**src/include/hdpm_pkg.sv**
```systemverilog
package hdpm_pkg;
  localparam int ADDR_W = 14;
  localparam int WORD_W = 16;
  localparam int PMW_W = 24;
  localparam int MEM_DEPTH = 16384;
  localparam logic [ADDR_W-1:0] ADDR_RST = 14'h0000;
  localparam logic [ADDR_W-1:0] ADDR_ONE = 14'h0001;
  localparam int TYPE_BIT = 14;
  localparam logic TYPE_DM = 1'b0;
  localparam logic TYPE_PM = 1'b1;
  localparam int FIFO_DEPTH = 4;
  localparam int PM_HI_W = PMW_W - WORD_W;
  typedef enum logic {PERS_HOSTPORT, PERS_PCI} hdpm_pers_type;
  typedef enum {ST_IDLE, ST_SYNC, ST_ACCESS, ST_DONE} hdpm_state_type;
endpackage

```
**src/logic/hdpm_fifo.sv**
```systemverilog
`timescale 1ns/1ns
`default_nettype none
module hdpm_fifo #(
  parameter int WIDTH = 16,
  parameter int DEPTH = 4
) (
  // clock and reset
  input wire logic ref_clk,
  input wire logic rst_n,
  // fill side
  input wire logic inValid,
  output logic inReady,
  input wire logic [WIDTH-1:0] inData,
  // drain side
  output logic outValid,
  input wire logic outReady,
  output logic [WIDTH-1:0] outData
);
  localparam int PW = $clog2(DEPTH);
  logic [WIDTH-1:0] memQ [DEPTH];
  logic [PW-1:0] wrPtr_q;
  logic [PW-1:0] rdPtr_q;
  logic [PW:0] count_q;
  wire doWrite = inValid && inReady;
  wire doRead = outValid && outReady;
  assign inReady = (count_q != (PW+1)'(DEPTH));
  assign outValid = (count_q != '0);
  assign outData = memQ[rdPtr_q];
  always_ff @(posedge ref_clk)
  begin
    if (doWrite)
    begin
      memQ[wrPtr_q] <= inData;
    end
  end
  always_ff @(posedge ref_clk or negedge rst_n)
  begin
    if (!rst_n)
    begin
      wrPtr_q <= '0;
      rdPtr_q <= '0;
      count_q <= '0;
    end
    else
    begin
      if (doWrite)
      begin
        wrPtr_q <= PW'(wrPtr_q + 1'b1);
      end
      if (doRead)
      begin
        rdPtr_q <= PW'(rdPtr_q + 1'b1);
      end
      count_q <= (PW+1)'(count_q + doWrite - doRead);
    end
  end
endmodule
`default_nettype wire

```
**src/logic/hdpm_port.sv**
```systemverilog
`timescale 1ns/1ns
`default_nettype none
module hdpm_port (
  // clock and reset
  input wire logic ref_clk,
  input wire logic rst_n,
  // straps
  input wire logic busPersonalityStrap,
  input wire logic busVariantStrap,
  input wire logic bootSourceSelect,
  output logic hostPortBoot,
  output logic pciPersonality,
  // shared host bus pins, active-low read and write strobes, address latch strobe active high
  input wire logic hostReadStrobe_n,
  input wire logic hostWriteStrobe_n,
  input wire logic hostPortSelect_n,
  input wire logic addrLatchStrobe,
  output logic hostAccessAck_n,
  output logic hostAccessAckOe,
  input wire logic [hdpm_pkg::WORD_W-1:0] hostMuxedAddrDataIn,
  output logic [hdpm_pkg::WORD_W-1:0] hostMuxedAddrDataOut,
  output logic hostMuxedAddrDataOe,
  output logic hostFlagOut0,
  output logic hostFlagOut1,
  output logic hostFlagOut2,
  output logic hostInterruptOut,
  // processor side flags and interrupt source
  input wire logic [2:0] cpuFlags,
  input wire logic pciIntReq,
  // processor load of the address register
  input wire logic cpuAddrWrite,
  input wire logic [hdpm_pkg::ADDR_W:0] cpuAddrData,
  output logic [hdpm_pkg::ADDR_W:0] hostPortAddressReg,
  // memory access slot, one cycle per access, none for the first half of a program word write
  output logic memReq,
  output logic memWrite,
  output logic memIsProgram,
  output logic [hdpm_pkg::ADDR_W-1:0] memAddr,
  output logic [hdpm_pkg::PMW_W-1:0] memWrData,
  input wire logic [hdpm_pkg::PMW_W-1:0] memRdData,
  // read data drained from the buffer by the host
  output logic rdFifoValid,
  output logic busy
);
  import hdpm_pkg::*;
  hdpm_state_type state_q;
  hdpm_state_type state_d;
  hdpm_pers_type pers_q;
  logic strapsTaken_q;
  logic bootHost_q;
  logic [1:0] persStrapSync_q;
  logic [1:0] variantStrapSync_q;
  logic [1:0] bootSync_q;
  logic [1:0] strapFill_q;
  logic [2:0] rdSync_q;
  logic [2:0] wrSync_q;
  logic [2:0] selSync_q;
  logic [2:0] alSync_q;
  logic [WORD_W-1:0] dataSync1_q;
  logic [WORD_W-1:0] dataSync2_q;
  logic [ADDR_W-1:0] addr_q;
  logic type_q;
  logic isWrite_q;
  logic pmHalf_q;
  logic [PM_HI_W-1:0] pmHi_q;
  logic [PMW_W-1:0] wrData_q;
  logic [WORD_W-1:0] outData_q;
  logic fifoInReady;
  logic fifoOutValid;
  logic [WORD_W-1:0] fifoOutData;
  logic fifoInValid;
  logic [WORD_W-1:0] fifoInData;

  // IDMA pins only when both straps low at capture, and from reset until the straps are caught
  wire hostMode = (pers_q == PERS_HOSTPORT);
  wire hostPers = !persStrapSync_q[1] && !variantStrapSync_q[1];
  wire [ADDR_W:0] latchWord = dataSync2_q[TYPE_BIT:0];
  wire rdLvl = !rdSync_q[1] && !selSync_q[1] && hostMode;
  wire wrLvl = !wrSync_q[1] && !selSync_q[1] && hostMode;
  wire rdPrev = !rdSync_q[2] && !selSync_q[2];
  wire wrPrev = !wrSync_q[2] && !selSync_q[2];
  // request is select plus a strobe edge
  wire rdStart = rdLvl && !rdPrev;
  wire wrStart = wrLvl && !wrPrev;
  wire alFall = !alSync_q[1] && alSync_q[2] && hostMode;
  // program word takes two bus words, high byte first
  wire pmFirstHalf = (type_q == TYPE_PM) && !pmHalf_q;
  wire doMem = (state_q == ST_ACCESS);
  wire accessCounts = !(pmFirstHalf && isWrite_q);

  always_comb
  begin
    state_d = state_q;
    unique case (state_q)
      ST_IDLE:
      begin
        if ((rdStart && fifoInReady) || wrStart)
        begin
          state_d = ST_SYNC;
        end
      end
      ST_SYNC: state_d = ST_ACCESS;
      ST_ACCESS: state_d = ST_DONE;
      ST_DONE:
      begin
        if (!rdLvl && !wrLvl)
        begin
          state_d = ST_IDLE;
        end
      end
    endcase
  end

  // memory request lasts exactly one cycle
  assign memReq = doMem && accessCounts;
  assign memWrite = isWrite_q;
  // type bit steers to program or data memory
  assign memIsProgram = (type_q == TYPE_PM);
  // only memory addresses ever leave this port
  assign memAddr = addr_q;
  assign memWrData = wrData_q;
  assign fifoInValid = doMem && !isWrite_q;
  assign fifoInData = pmFirstHalf ? {{(WORD_W-PM_HI_W){1'b0}}, memRdData[PMW_W-1:WORD_W]}
                                  : memRdData[WORD_W-1:0];
  assign busy = (state_q != ST_IDLE);
  assign rdFifoValid = fifoOutValid;
  assign hostAccessAck_n = !(hostMode && (state_q == ST_IDLE));
  assign hostAccessAckOe = hostMode;
  assign hostMuxedAddrDataOut = outData_q;
  assign hostMuxedAddrDataOe = rdLvl && fifoOutValid;
  assign hostFlagOut0 = hostMode && cpuFlags[0];
  assign hostFlagOut1 = hostMode && cpuFlags[1];
  assign hostFlagOut2 = hostMode && cpuFlags[2];
  assign hostInterruptOut = !hostMode && pciIntReq;
  assign pciPersonality = !hostMode;
  assign hostPortBoot = bootHost_q;
  assign hostPortAddressReg = {type_q, addr_q};

  hdpm_fifo #(
    .WIDTH(WORD_W),
    .DEPTH(FIFO_DEPTH)
  ) readBuffer (
    .ref_clk(ref_clk),
    .rst_n(rst_n),
    .inValid(fifoInValid),
    .inReady(fifoInReady),
    .inData(fifoInData),
    .outValid(fifoOutValid),
    .outReady(rdStart),
    .outData(fifoOutData)
  );

  always_ff @(posedge ref_clk or negedge rst_n)
  begin
    if (!rst_n)
    begin
      // idle pin levels, so reset release shows no false edge
      rdSync_q <= '1;
      wrSync_q <= '1;
      selSync_q <= '1;
      alSync_q <= '0;
      dataSync1_q <= '0;
      dataSync2_q <= '0;
    end
    else
    begin
      rdSync_q <= {rdSync_q[1:0], hostReadStrobe_n};
      wrSync_q <= {wrSync_q[1:0], hostWriteStrobe_n};
      selSync_q <= {selSync_q[1:0], hostPortSelect_n};
      alSync_q <= {alSync_q[1:0], addrLatchStrobe};
      dataSync1_q <= hostMuxedAddrDataIn;
      dataSync2_q <= dataSync1_q;
    end
  end

  // straps are pins as well, two flops before the capture reads them
  always_ff @(posedge ref_clk or negedge rst_n)
  begin
    if (!rst_n)
    begin
      persStrapSync_q <= '0;
      variantStrapSync_q <= '0;
      bootSync_q <= '0;
      strapFill_q <= '0;
    end
    else
    begin
      persStrapSync_q <= {persStrapSync_q[0], busPersonalityStrap};
      variantStrapSync_q <= {variantStrapSync_q[0], busVariantStrap};
      bootSync_q <= {bootSync_q[0], bootSourceSelect};
      strapFill_q <= {strapFill_q[0], 1'b1};
    end
  end

  // straps caught once after reset release
  always_ff @(posedge ref_clk or negedge rst_n)
  begin
    if (!rst_n)
    begin
      strapsTaken_q <= 1'b0;
      pers_q <= PERS_HOSTPORT;
      bootHost_q <= 1'b0;
    end
    else if (!strapsTaken_q && strapFill_q[1])
    begin
      strapsTaken_q <= 1'b1;
      pers_q <= hostPers ? PERS_HOSTPORT : PERS_PCI;
      bootHost_q <= bootSync_q[1];
    end
  end

  always_ff @(posedge ref_clk or negedge rst_n)
  begin
    if (!rst_n)
    begin
      state_q <= ST_IDLE;
      isWrite_q <= 1'b0;
      outData_q <= '0;
    end
    else
    begin
      state_q <= state_d;
      if (state_q == ST_IDLE)
      begin
        isWrite_q <= wrStart;
      end
      if (rdStart && fifoOutValid)
      begin
        outData_q <= fifoOutData;
      end
    end
  end

  always_ff @(posedge ref_clk or negedge rst_n)
  begin
    if (!rst_n)
    begin
      addr_q <= ADDR_RST;
      type_q <= TYPE_DM;
      pmHalf_q <= 1'b0;
      pmHi_q <= '0;
      wrData_q <= '0;
    end
    else if (alFall && state_q == ST_IDLE)
    begin
      addr_q <= dataSync2_q[ADDR_W-1:0];
      type_q <= dataSync2_q[TYPE_BIT];
      pmHalf_q <= 1'b0;
    end
    else if (cpuAddrWrite)
    begin
      addr_q <= cpuAddrData[ADDR_W-1:0];
      type_q <= cpuAddrData[TYPE_BIT];
      pmHalf_q <= 1'b0;
    end
    else
    begin
      if (wrStart && state_q == ST_IDLE)
      begin
        if (pmFirstHalf)
        begin
          pmHi_q <= dataSync2_q[PM_HI_W-1:0];
        end
        wrData_q <= (type_q == TYPE_PM) ? {pmHi_q, dataSync2_q}
                                        : {{PM_HI_W{1'b0}}, dataSync2_q};
      end
      if (doMem)
      begin
        pmHalf_q <= pmFirstHalf;
        if (!pmFirstHalf)
        begin
          addr_q <= ADDR_W'(addr_q + ADDR_ONE);
        end
      end
    end
  end

  // access lands two cycles after start
  a_sync_then_access: assert property (@(posedge ref_clk) disable iff (!rst_n)
    (state_q == ST_IDLE && (wrStart || (rdStart && fifoInReady)))
      |-> ##1 (state_q == ST_SYNC)
      ##1 (state_q == ST_ACCESS && (memReq || (isWrite_q && pmFirstHalf))))
    else $error("access did not follow one sync cycle");
  // never two memory cycles in a row
  a_one_steal: assert property (@(posedge ref_clk) disable iff (!rst_n)
    memReq |=> !memReq)
    else $error("more than one stolen cycle");
  a_ack_pending: assert property (@(posedge ref_clk) disable iff (!rst_n)
    (hostMode && state_q != ST_IDLE) |-> hostAccessAck_n)
    else $error("ack asserted while pending");
  a_addr_incr: assert property (@(posedge ref_clk) disable iff (!rst_n)
    (doMem && !pmFirstHalf && !cpuAddrWrite && !alFall)
      |=> addr_q == ADDR_W'($past(addr_q) + ADDR_ONE))
    else $error("address did not increment");
  a_strap_fixed: assert property (@(posedge ref_clk) disable iff (!rst_n)
    strapsTaken_q |=> $stable(pers_q))
    else $error("personality changed after reset");
  a_boot_fixed: assert property (@(posedge ref_clk) disable iff (!rst_n)
    strapsTaken_q |=> $stable(bootHost_q))
    else $error("boot source changed after reset");
  // interrupt out silent in host mode
  a_pci_int: assert property (@(posedge ref_clk) disable iff (!rst_n)
    hostMode |-> !hostInterruptOut)
    else $error("interrupt driven in host personality");
  a_addr_latch: assert property (@(posedge ref_clk) disable iff (!rst_n)
    (alFall && state_q == ST_IDLE) |=> hostPortAddressReg == $past(latchWord))
    else $error("address not latched");
  a_cpu_load: assert property (@(posedge ref_clk) disable iff (!rst_n)
    (cpuAddrWrite && !(alFall && state_q == ST_IDLE))
      |=> hostPortAddressReg == $past(cpuAddrData))
    else $error("processor address load lost");
  // a started read always finds buffer room
  a_read_room: assert property (@(posedge ref_clk) disable iff (!rst_n)
    (doMem && !isWrite_q) |-> fifoInReady)
    else $error("read data dropped with buffer full");
endmodule
`default_nettype wire

```
**config.mk**
```make
export PLATFORM = sky130hd
export DESIGN_NAME = hdpm_port
export DESIGN_NICKNAME = d
export VERILOG_FILES = /design/src/include/hdpm_pkg.sv /design/src/logic/hdpm_fifo.sv /design/src/logic/hdpm_port.sv
export SDC_FILE = /design/constraint.sdc
export NUM_CORES = 1
export LEC_CHECK = 0
export BUFFER_PORTS_ARGS = -buffer_cell sky130_fd_sc_hd__buf_2
export CAP_MARGIN = 25
export CORE_ASPECT_RATIO = 0.8
export CORE_UTILIZATION = 50
export DETAILED_ROUTE_END_ITERATION = 16
export PLACE_DENSITY = 0.76
export SYNTH_ARGS = -nofsm -noshare
export SYNTH_HDL_FRONTEND = slang
export SYNTH_HIERARCHICAL = 1
export SYNTH_SLANG_ARGS = --single-unit
```
**constraint.sdc**
```tcl
create_clock -name ref_clk -period 2.55 [get_ports ref_clk]
set_input_delay 0.51 -clock ref_clk [delete_from_list [all_inputs] [get_ports ref_clk]]
set_output_delay 0.51 -clock ref_clk [all_outputs]
set_load 0.01 [all_outputs]
```
==> flow_metrics.tcl, run 1 <==
set metrics [dict create \
    port-buffer-count 151 \
    synth_nets 578 \
    postSynth.asyncResetShare_pct 66.84 \
    place_congestion 0.8111 \
    die_w_um 141.2 \
    drtIter0Drc 245 \
    status "complete, no violations" \
    clockBufferDepth 2 \
    start_kind "flop" \
    crit_path_end_kind "flop" \
    clkLatencyLatePin_ns 0.44 \
    cts_tree "yes" \
    maxSlewHeadroom_pct 47.62 \
    grt_usage_pct 20.54 \
    synth_top_area_share_pct 38.72 \
    grt.overflow.total 0 \
    drive_gt1_share_pct 42.79 \
    die_y_um 113.4 \
    tightest_slew_ns 0.7857 \
    synth_edf_count 64 \
    drtPass1Iterations 4 \
    ys_seq_elements 193 \
    cts_setup_buffers 0 \
    post-dp-hpwl_um 10900 \
    synth_common_cells "120 x dfrtp_1, 64 x edfxtp_1, 38 x mux2_2" \
    grt_pass1_vias 4685 \
    arrival_ns 2.64 \
    insertedDiodeCount 0 \
    synthCells 497 \
    maxCapViolCount 0 \
    avgSynthCellArea_um2 15.60 \
    htreeDepth 4 \
    setup-tns-final_ns 0 \
    fmax_mhz 431.1 \
    synth_area_leaders "dfrtp_1 39%, edfxtp_1 25%, mux2_2 5.5%" \
    vias 4549 \
    cp_max_fo 2 \
    path_class "reg -> reg" \
    dp.cells 844 \
    initial_core_util_pct 51.48 \
    finalPower_uw 9348 \
    finalCriticalPeriod_ns 2.320 \
    syn_area_um2 7755 \
    grt_setup_unrepaired "no" \
    drt-vias-per-instance 5.193 \
    nets 734 \
    remaining_drc_errors 0 \
    finalSetupViolCount 0 \
    hold_viol_final 0 \
    fin_cells 876 \
    placed_area_um2 8697 \
    numCtsBuffers 17 \
    std_cell_rows 40 \
    grt_pass1_wl_um 24410 \
    yosysWarningCount 6 \
    fin_area_um2 9279 \
    io_pins 152 \
    area_growth_pct 19.65 \
    top_usage_layer "met2" \
    clock_skew_ns 0.01736 \
    min_path_type "in -> async" \
    power_leakage_uw 0.004108 \
    ys.flop_type "dfrtp_1" \
    ys_seq_area_share_pct 66.55 \
    postRouteAntennaNets 0 \
    totalWireLength_um 15290 \
    cts.clk_slew.worst_paths_ns 0.07 \
    cts_hold_buf 0 \
    antenna_found_initial 0 \
    design.core.area_um2 15060 \
    synth_top_cell_by_area "dfrtp_1" \
    cts_resized 0 \
    grt_max_degree 77 \
    routedWlPerCell_um 17.46 \
    clock_sinks 193 \
    cp_data_required_time_ns 2.87 \
    ir_drop_v 0.0005531 \
    gr-usage-met3_pct 4.954 \
    cts-root-buf "clkbuf_16" \
    finalMaxSlewViolations 0 \
    die-area_um2 16020 \
    ys_types 58 \
    powerDensity_nw_per_um2 1007 \
    use_met2_pct 32.38 \
    grtUsageMet1_pct 27.78 \
    period_share_pct 90.96 \
    post-synth-top-count-cell "dfrtp_1" \
]
==> cell type report <==
| type | instances | area, µm² |
|---|---|---|
| clock buffer | 18 | 439.2 |
| clock inverter | 14 | 142.6 |
| fill | 1135 | 5786 |
| inverter | 13 | 48.80 |
| multi-input combinational | 255 | 2297 |
| sequential | 193 | 5161 |
| tap | 210 | 262.8 |
| timing repair buffer | 173 | 927.1 |
==> placed cells by master (no fill, tap or decap), types with 3 or more instances in the layout <==
cell type,instances
buf_2,150
dfrtp_1,120
edfxtp_1,64
mux2_2,38
nand2_1,31
o21ai_0,25
buf_4,22
clkbuf_16,17
mux2_4,14
inv_1,13
nor2_1,12
and2_1,11
ha_1,11
a21oi_1,9
dfstp_2,9
xnor2_1,8
or3_1,8
mux4_2,8
mux4_1,8
nand3_1,7
mux2i_1,5
nand2b_1,5
xor2_1,5
nand4_1,4
inv_6,4
clkinv_4,4
and3b_1,4
nor2b_1,3
nand4bb_1,3
and3_1,3
inv_8,3
==> worst max-delay path, stage by stage (launching register included) <==
cell and delay [ns]:
dfstp_2 0.53, nor2_1 0.06, nor4_2 0.21, o31a_1 0.25, ha_1 0.24, inv_1 0.06, ha_1 0.14, inv_1 0.05
fa_1 0.37, xnor2_1 0.15, xnor2_1 0.14
==> report_power, final <==
group / internal [µW] / leakage (µW) / total [µW] / switching, µW
logic: 1220 / 0.00168 / 2400 / 1180
registers: 3910 / 0.00214 / 4370 / 463
clock network: 1330 / 0.000288 / 2580 / 1250
==> path summary, 6_finish.rpt <==
path / start / endpoint / slack (ns) / depth (start not counted)
setup / recovery: selSync_q[2]$_DFF_PN1_ / readBuffer/count_q[2]$_DFF_PN0_ / 0.23 / 10
setup reg to reg: selSync_q[2]$_DFF_PN1_ / readBuffer/count_q[2]$_DFF_PN0_ / 0.23 / 10
hold / removal: rst_n / memWrData[15]$_DFFE_PN0P_ / 0.07 / 1
min in group ref_clk: hostWriteStrobe_n / wrSync_q[0]$_DFF_PN1_ / 0.17 / 1
hold reg to reg: dataSync1_q[14]$_DFF_PN0_ / dataSync2_q[14]$_DFF_PN0_ / 0.35 / 0
max in group asynchronous: rst_n / wrSync_q[1]$_DFF_PN1_ / 1.65 / 2
==> logic make-up (layout without fill, tap and decap cells) <==
group           after synthesis  count (layout)  share of synthesized area [%]
compound gates               48              48                          3.566
xor+xnor                     13              13                          1.468
fa+ha+maj                    12              12                          2.033
buf+inv                      49             218                          3.937
flops                       193             193                          66.55
mux                          73              73                          13.91
other cells                   1               1                        0.04836
simple gates                108             108                          8.487
==> flip-flops by register name (all words and copies together), names as in the netlist, 3 cells and up <==
signal,cells
memAddr,14
hostMuxedAddrDataOut,16
readBuffer/memQ,64
pmHi_q,8
dataSync2_q,16
wrSync_q,3
rdSync_q,3
alSync_q,3
memWrData,24
readBuffer/count_q,3
dataSync1_q,16
selSync_q,3
==> through the flow <==
step / hold WS [ns] / util [%] / setup slack, ns
after floorplan: 0.2144 / - / 0.02995
after global placement: 0.3320 / 57.73 / 0.3420
after detailed placement: 0.3355 / 57.73 / 0.2445
after CTS: 0.09635 / 61.59 / 0.2217
after global routing: 0.1281 / 61.59 / 0.09584
final: 0.07348 / 61.59 / 0.2304
==> routing by layer <==
layer  share of wire [%]  wire length (µm)
met1                  45              6906
met2                  49              7440
met3                 4.4               676
met4                 1.8               269
met5                   0                 0
No activity file was read; power rests on OpenSTA's default activity.
==> inputs of run 2 (changes only) <==
--- a/config.mk
+++ b/config.mk
@@ -11,6 +11,7 @@
 export CORE_UTILIZATION = 50
 export DETAILED_ROUTE_END_ITERATION = 16
 export PLACE_DENSITY = 0.76
+export RECOVER_POWER = 100
 export SYNTH_ARGS = -nofsm -noshare
 export SYNTH_HDL_FRONTEND = slang
 export SYNTH_HIERARCHICAL = 1
==> flow_metrics.tcl, run 2 (synthesis results as in run 1) <==
set metrics [dict create \
    largest_register_ffs 64 \
    grt_pass1_wl_um 24410 \
    cp_max_fo 19 \
    arrival_ns 2.64 \
    std_cell_rows 40 \
    period_share_pct 91.40 \
    status "finished with violations" \
    clkLatencyLatePin_ns 0.43 \
    finalSetupViolCount 0 \
    crit_path_end_kind "flop" \
    fin_cells 876 \
    clock_skew_ns 0.01490 \
    cp_data_required_time_ns 2.86 \
    grt_setup_unrepaired "no" \
    violations "capacitance limit, slew limit" \
    dp.cells 844 \
    antenna_found_initial 0 \
    start_kind "flop" \
    slowest_stage "nor4bb_1" \
    path_delay_family "simple AND/OR/NAND/NOR gates" \
    slowest_delay_ns 0.49 \
    totalWireLength_um 15300 \
    crit_buf_inv 2 \
    grt_max_degree 77 \
    post-dp-hpwl_um 10900 \
    routedWlPerCell_um 17.46 \
    final_cell_mix "120 x dfrtp_1, 86 x clkbuf_1, 68 x buf_2" \
    maxCapViolCount 1 \
    hold_viol_final 0 \
    maxSlewHeadroom_pct -22.22 \
    numCtsBuffers 17 \
    design.core.area_um2 15060 \
    drt-vias-per-instance 5.187 \
    cts_tree "yes" \
    insertedDiodeCount 0 \
    area_growth_pct 16.76 \
    cts_hold_buf 0 \
    crit_chain "inv_1 -> ha_1 -> nor4bb_1 -> nor2_4 -> nand3_4 -> clkbuf_2 -> mux2_1" \
    finalMaxSlewViolations 77 \
    grt.overflow.total 0 \
    cts.clk_slew.worst_paths_ns 0.07 \
    die-area_um2 16020 \
    min_path_type "in -> reg" \
    holdWs_ns 0.1705 \
    ir_drop_v 0.0005504 \
    clockBufferDepth 2 \
    top_register "readBuffer/memQ" \
    tightest_slew_ns 1.833 \
    cts_resized 0 \
    die_w_um 141.2 \
    clock_sinks 193 \
    finalCriticalPeriod_ns 2.331 \
    fillers 1208 \
    grt_usage_pct 20.54 \
    mostFrequentLayoutCell "dfrtp_1" \
    fmax_mhz 429.0 \
    io_pins 152 \
    drtIter0Drc 281 \
    remaining_drc_errors 0 \
    cp.depth 7 \
    setup-tns-final_ns 0 \
    grt_pass1_vias 4685 \
    drive_gt1_share_pct 25.98 \
    nets 734 \
    cts-root-buf "clkbuf_16" \
    place_congestion 0.8111 \
    port-buffer-count 151 \
    cts_setup_buffers 0 \
    vias 4544 \
    drtPass1Iterations 4 \
    htreeDepth 4 \
    power_leakage_uw 0.003746 \
    powerDensity_nw_per_um2 1010 \
    postRouteAntennaNets 0 \
    die_y_um 113.4 \
    initial_core_util_pct 51.48 \
    path_class "reg -> reg" \
    r2r_cells 7 \
    worstHoldPathCells 1 \
]
run 2: cell count changes in the layout (fill, tap and decap cells not counted), moves of 8 or more:
cell	before	now
clkbuf_2	0	11
and2_0	1	9
clkbuf_1	0	86
buf_4	22	7
mux2_2	38	30
mux2_1	0	21
mux2_4	14	1
and2_1	11	3
buf_2	150	68
run 2: cell type report:
type | count | area, µm² | share of cell area, %
sequential | 193 | 5161 | 57.00
multi-input combinational | 255 | 2222 | 24.54
timing repair buffer | 173 | 778.2 | 8.595
clock buffer | 18 | 439.2 | 4.850
tap | 210 | 262.8 | 2.902
clock inverter | 14 | 142.6 | 1.575
inverter | 13 | 48.80 | 0.5389
run 2: routing by layer:
layer / vias up / track usage (%) / wire length [µm]
met3: 21 / 4.954 / 914
met1: 2288 / 27.78 / 6721
met5: - / 0 / 0
met2: 144 / 32.38 / 7395
met4: 0 / 8.261 / 267
li1: 2091 / - / -
run 2: power by group:
part / total, µW / switching, µW / internal [µW]
Combinational: 2200 / 1180 / 1020
Clock: 2570 / 1240 / 1330
Sequential: 4380 / 468 / 3910
Total: 9150 / 2890 / 6260
run 2: metrics by stage:
step           power (µW)  utilization (%)  cell area (µm²)  setup WS (ns)
2_1_floorplan        5977                -             7755        0.02995
3_3_place_gp         6729            57.73             8697         0.3420
3_5_place_dp         6862            57.73             8697         0.2445
4_1_cts              9450            61.59             9279         0.2217
5_1_grt              9631            60.11             9055        0.06364
6_report             9146            60.11             9055         0.2192
run 2: worst paths after layout:
kind | from | end | slack [ns]
hold / removal | hostWriteStrobe_n | wrSync_q[0]$_DFF_PN1_ | 0.17
min in group asynchronous | rst_n | memWrData[15]$_DFFE_PN0P_ | 0.55
setup / recovery | state_q[0]$_DFFE_PN0P_ | memWrData[13]$_DFFE_PN0P_ | 0.22
max in group asynchronous | rst_n | wrSync_q[0]$_DFF_PN1_ | 0.63
hold reg to reg | dataSync1_q[14]$_DFF_PN0_ | dataSync2_q[14]$_DFF_PN0_ | 0.35
setup reg to reg | state_q[0]$_DFFE_PN0P_ | memWrData[13]$_DFFE_PN0P_ | 0.22
run 2: worst reg2reg max path, stage by stage, from the launching register on:
cell	delay [ns]
dfrtp_1	0.38
inv_1	0.12
ha_1	0.19
nor4bb_1	0.49
nor2_4	0.14
nand3_4	0.25
clkbuf_2	0.28
mux2_1	0.36
==> inputs of run 3 (changes only) <==
--- a/config.mk
+++ b/config.mk
@@ -8,9 +8,9 @@
 export BUFFER_PORTS_ARGS = -buffer_cell sky130_fd_sc_hd__buf_2
 export CAP_MARGIN = 25
 export CORE_ASPECT_RATIO = 0.8
-export CORE_UTILIZATION = 50
+export CORE_UTILIZATION = 55
 export DETAILED_ROUTE_END_ITERATION = 16
-export PLACE_DENSITY = 0.76
+export PLACE_DENSITY = 0.8
 export RECOVER_POWER = 100
 export SYNTH_ARGS = -nofsm -noshare
 export SYNTH_HDL_FRONTEND = slang
==> constraint.sdc (replaced) <==
create_clock -name ref_clk -period 2.3 [get_ports ref_clk]
set_input_delay 0.46 -clock ref_clk [delete_from_list [all_inputs] [get_ports ref_clk]]
set_output_delay 0.46 -clock ref_clk [all_outputs]
set_load 0.01 [all_outputs]
==> flow_metrics.tcl, run 3 (synthesis results as in run 1) <==
set metrics [dict create \
    arrival_ns 2.55 \
    grt_setup_unrepaired "yes" \
    p_clk_share_pct 28.8 \
    violations "capacitance limit, slew limit" \
    final_cell_mix "150 x buf_2, 120 x dfrtp_1, 64 x edfxtp_1" \
    grt_usage_pct 23.34 \
    htreeDepth 4 \
    register_area_um2 5161 \
    r2r_cells 10 \
    maxCapViolCount 1 \
    cts_hold_buf 0 \
    finalMaxSlewViolations 68 \
    drive_gt1_share_pct 43.71 \
    multiInputGateArea_um2 2346 \
    cts.clk_slew.worst_paths_ns 0.07 \
    p_int_uw 7608 \
    combPwrFrac_pct 27.0 \
    cp_max_fo 2 \
    maxSlewHeadroom_pct -14.65 \
    sw_frac_of_total_pct 29.65 \
    path_delay_family "adder cells" \
    power_switching_uw 3207 \
    use_met2_pct 37.70 \
    status "finished with violations" \
    design.core.area_um2 13650 \
    worstHoldPathCells 1 \
    grt_max_degree 69 \
    drtIter0Drc 410 \
    cts-root-buf "clkbuf_16" \
    finalPower_uw 10820 \
    seq_power_share_pct 44.2 \
    die_w_um 134.8 \
    top_register "readBuffer/memQ" \
    clkLatencyLatePin_ns 0.43 \
    numCtsBuffers 17 \
    std_cell_rows 38 \
    post-dp-hpwl_um 10830 \
    period_share_pct 97.40 \
    port-buffer-count 151 \
    cts_tree "yes" \
    initial_core_util_pct 56.83 \
    finalCriticalPeriod_ns 2.240 \
    cp_data_required_time_ns 2.61 \
    crit_path_end_kind "flop" \
    grt_pass1_vias 4669 \
    fillers 907 \
    hold_viol_final 0 \
    antenna_found_initial 0 \
    fmax_mhz 446.4 \
    tightest_slew_ns 1.720 \
    vias 4581 \
    grtUsageMet1_pct 30.48 \
    largest_register_ffs 64 \
    min_path_type "in -> reg" \
    mostFrequentLayoutCell "buf_2" \
    routedWlPerCell_um 18.66 \
    crit_buf_inv 2 \
    die_y_um 108.2 \
    gr-usage-met3_pct 6.892 \
    cp.depth 10 \
    power_leakage_uw 0.004161 \
    postRouteAntennaNets 0 \
    totalWireLength_um 15860 \
    start_kind "flop" \
    slowest_stage "dfstp_2" \
    place_congestion 0.8097 \
    drt-vias-per-instance 5.389 \
    utilization_pct 68.90 \
    clock_sinks 193 \
    powerDensity_nw_per_um2 1150 \
    die-area_um2 14580 \
    path_class "reg -> reg" \
    grt_pass1_wl_um 24690 \
    ir_drop_v 0.0006727 \
    finalSetupViolCount 0 \
    clock_skew_ns 0.01292 \
    top_usage_layer "met2" \
    nets 736 \
    io_pins 152 \
    drtPass1Iterations 4 \
    crit_chain "nor2_2 -> nor4_4 -> o31a_1 -> ha_1 -> inv_1 -> ha_1 -> inv_1 -> fa_2 -> xnor2_2 -> xnor2_2" \
    slowest_delay_ns 0.54 \
    clockBufferDepth 2 \
    remaining_drc_errors 0 \
    area_growth_pct 21.23 \
    grt.overflow.total 0 \
]
[run 3: cell types whose count changed in the layout (fill, tap and decap cells not counted), sizes merged]
cell,delta
clkbuf,-94
buf,+97
clkinv,-5
bufinv,+3
clkinvlp,+2
inv,-1
diode,+2
[run 3: cell type report]
cell class              instances  area share, %
clock inverters                13          1.797
multi-input cells             255          24.95
diodes                          2        0.05323
well taps                     180          2.396
clock buffers                  19          4.937
repair buffers                175          10.45
inverters                      13         0.5190
flip-flops and latches        193          54.90
[run 3: worst register-to-register path: cells and delay by family, from the launching register on]
family	cells	cell delay (ns)
fa+ha+maj	3	0.71
flops	1	0.54
xor+xnor	2	0.31
simple gates	2	0.24
compound gates	1	0.21
buf+inv	2	0.11
[run 3: routing by layer]
| layer | part of all wire [%] | up-vias |
|---|---|---|
| met1 | 42 | 2313 |
| met4 | 1.4 | 0 |
| met2 | 50 | 162 |
| li1 | - | 2085 |
| met3 | 6.3 | 21 |
| met5 | 0 | - |
[run 3: path summary, 6_finish.rpt]
kind                                     startpoint                                   end  slack (ns)
setup / recovery             selSync_q[2]$_DFF_PN1_       readBuffer/count_q[2]$_DFF_PN0_        0.06
hold / removal              hostMuxedAddrDataIn[14]             dataSync1_q[14]$_DFF_PN0_        0.13
setup reg to reg             selSync_q[2]$_DFF_PN1_       readBuffer/count_q[2]$_DFF_PN0_        0.06
hold reg to reg            dataSync1_q[8]$_DFF_PN0_              dataSync2_q[8]$_DFF_PN0_        0.35
max in group asynchronous                     rst_n               memAddr[12]$_DFFE_PN0P_        0.47
min in group asynchronous                     rst_n  hostMuxedAddrDataOut[12]$_DFFE_PN0P_        0.45
[run 3: power groups by stage]
stage / clock [µW] / sequential [µW] / combinational (µW)
2_1_floorplan: 0 / 4870 / 1780
3_3_place_gp: 0 / 4770 / 2740
3_5_place_dp: 0 / 4830 / 2870
4_1_cts: 3160 / 4780 / 2920
5_1_grt: 3320 / 4860 / 3180
6_report: 3110 / 4780 / 2920
[run 3: timing repair]
item                                    CTS  global route
endpoints found under the setup margin    1             1
pin swaps                                 1             1
buffers inserted                          1             0
resized for setup                         3             4
[run 3: metrics by stage]
stage | hold slack, ns | setup TNS, ns | setup slack (ns) | instances | area, µm²
CTS | 0.03928 | 0 | 0.02523 | 848 | 9397
global route | 0.1068 | -0.01699 | -0.01554 | 848 | 9397
global placement | 0.3313 | 0 | 0.1455 | 815 | 8746
finish | 0.1279 | 0 | 0.05975 | 850 | 9402
detailed placement | 0.3355 | -0.04616 | -0.04616 | 815 | 8746
floorplan | 0.1644 | 0 | 0.005160 | 497 | 7772
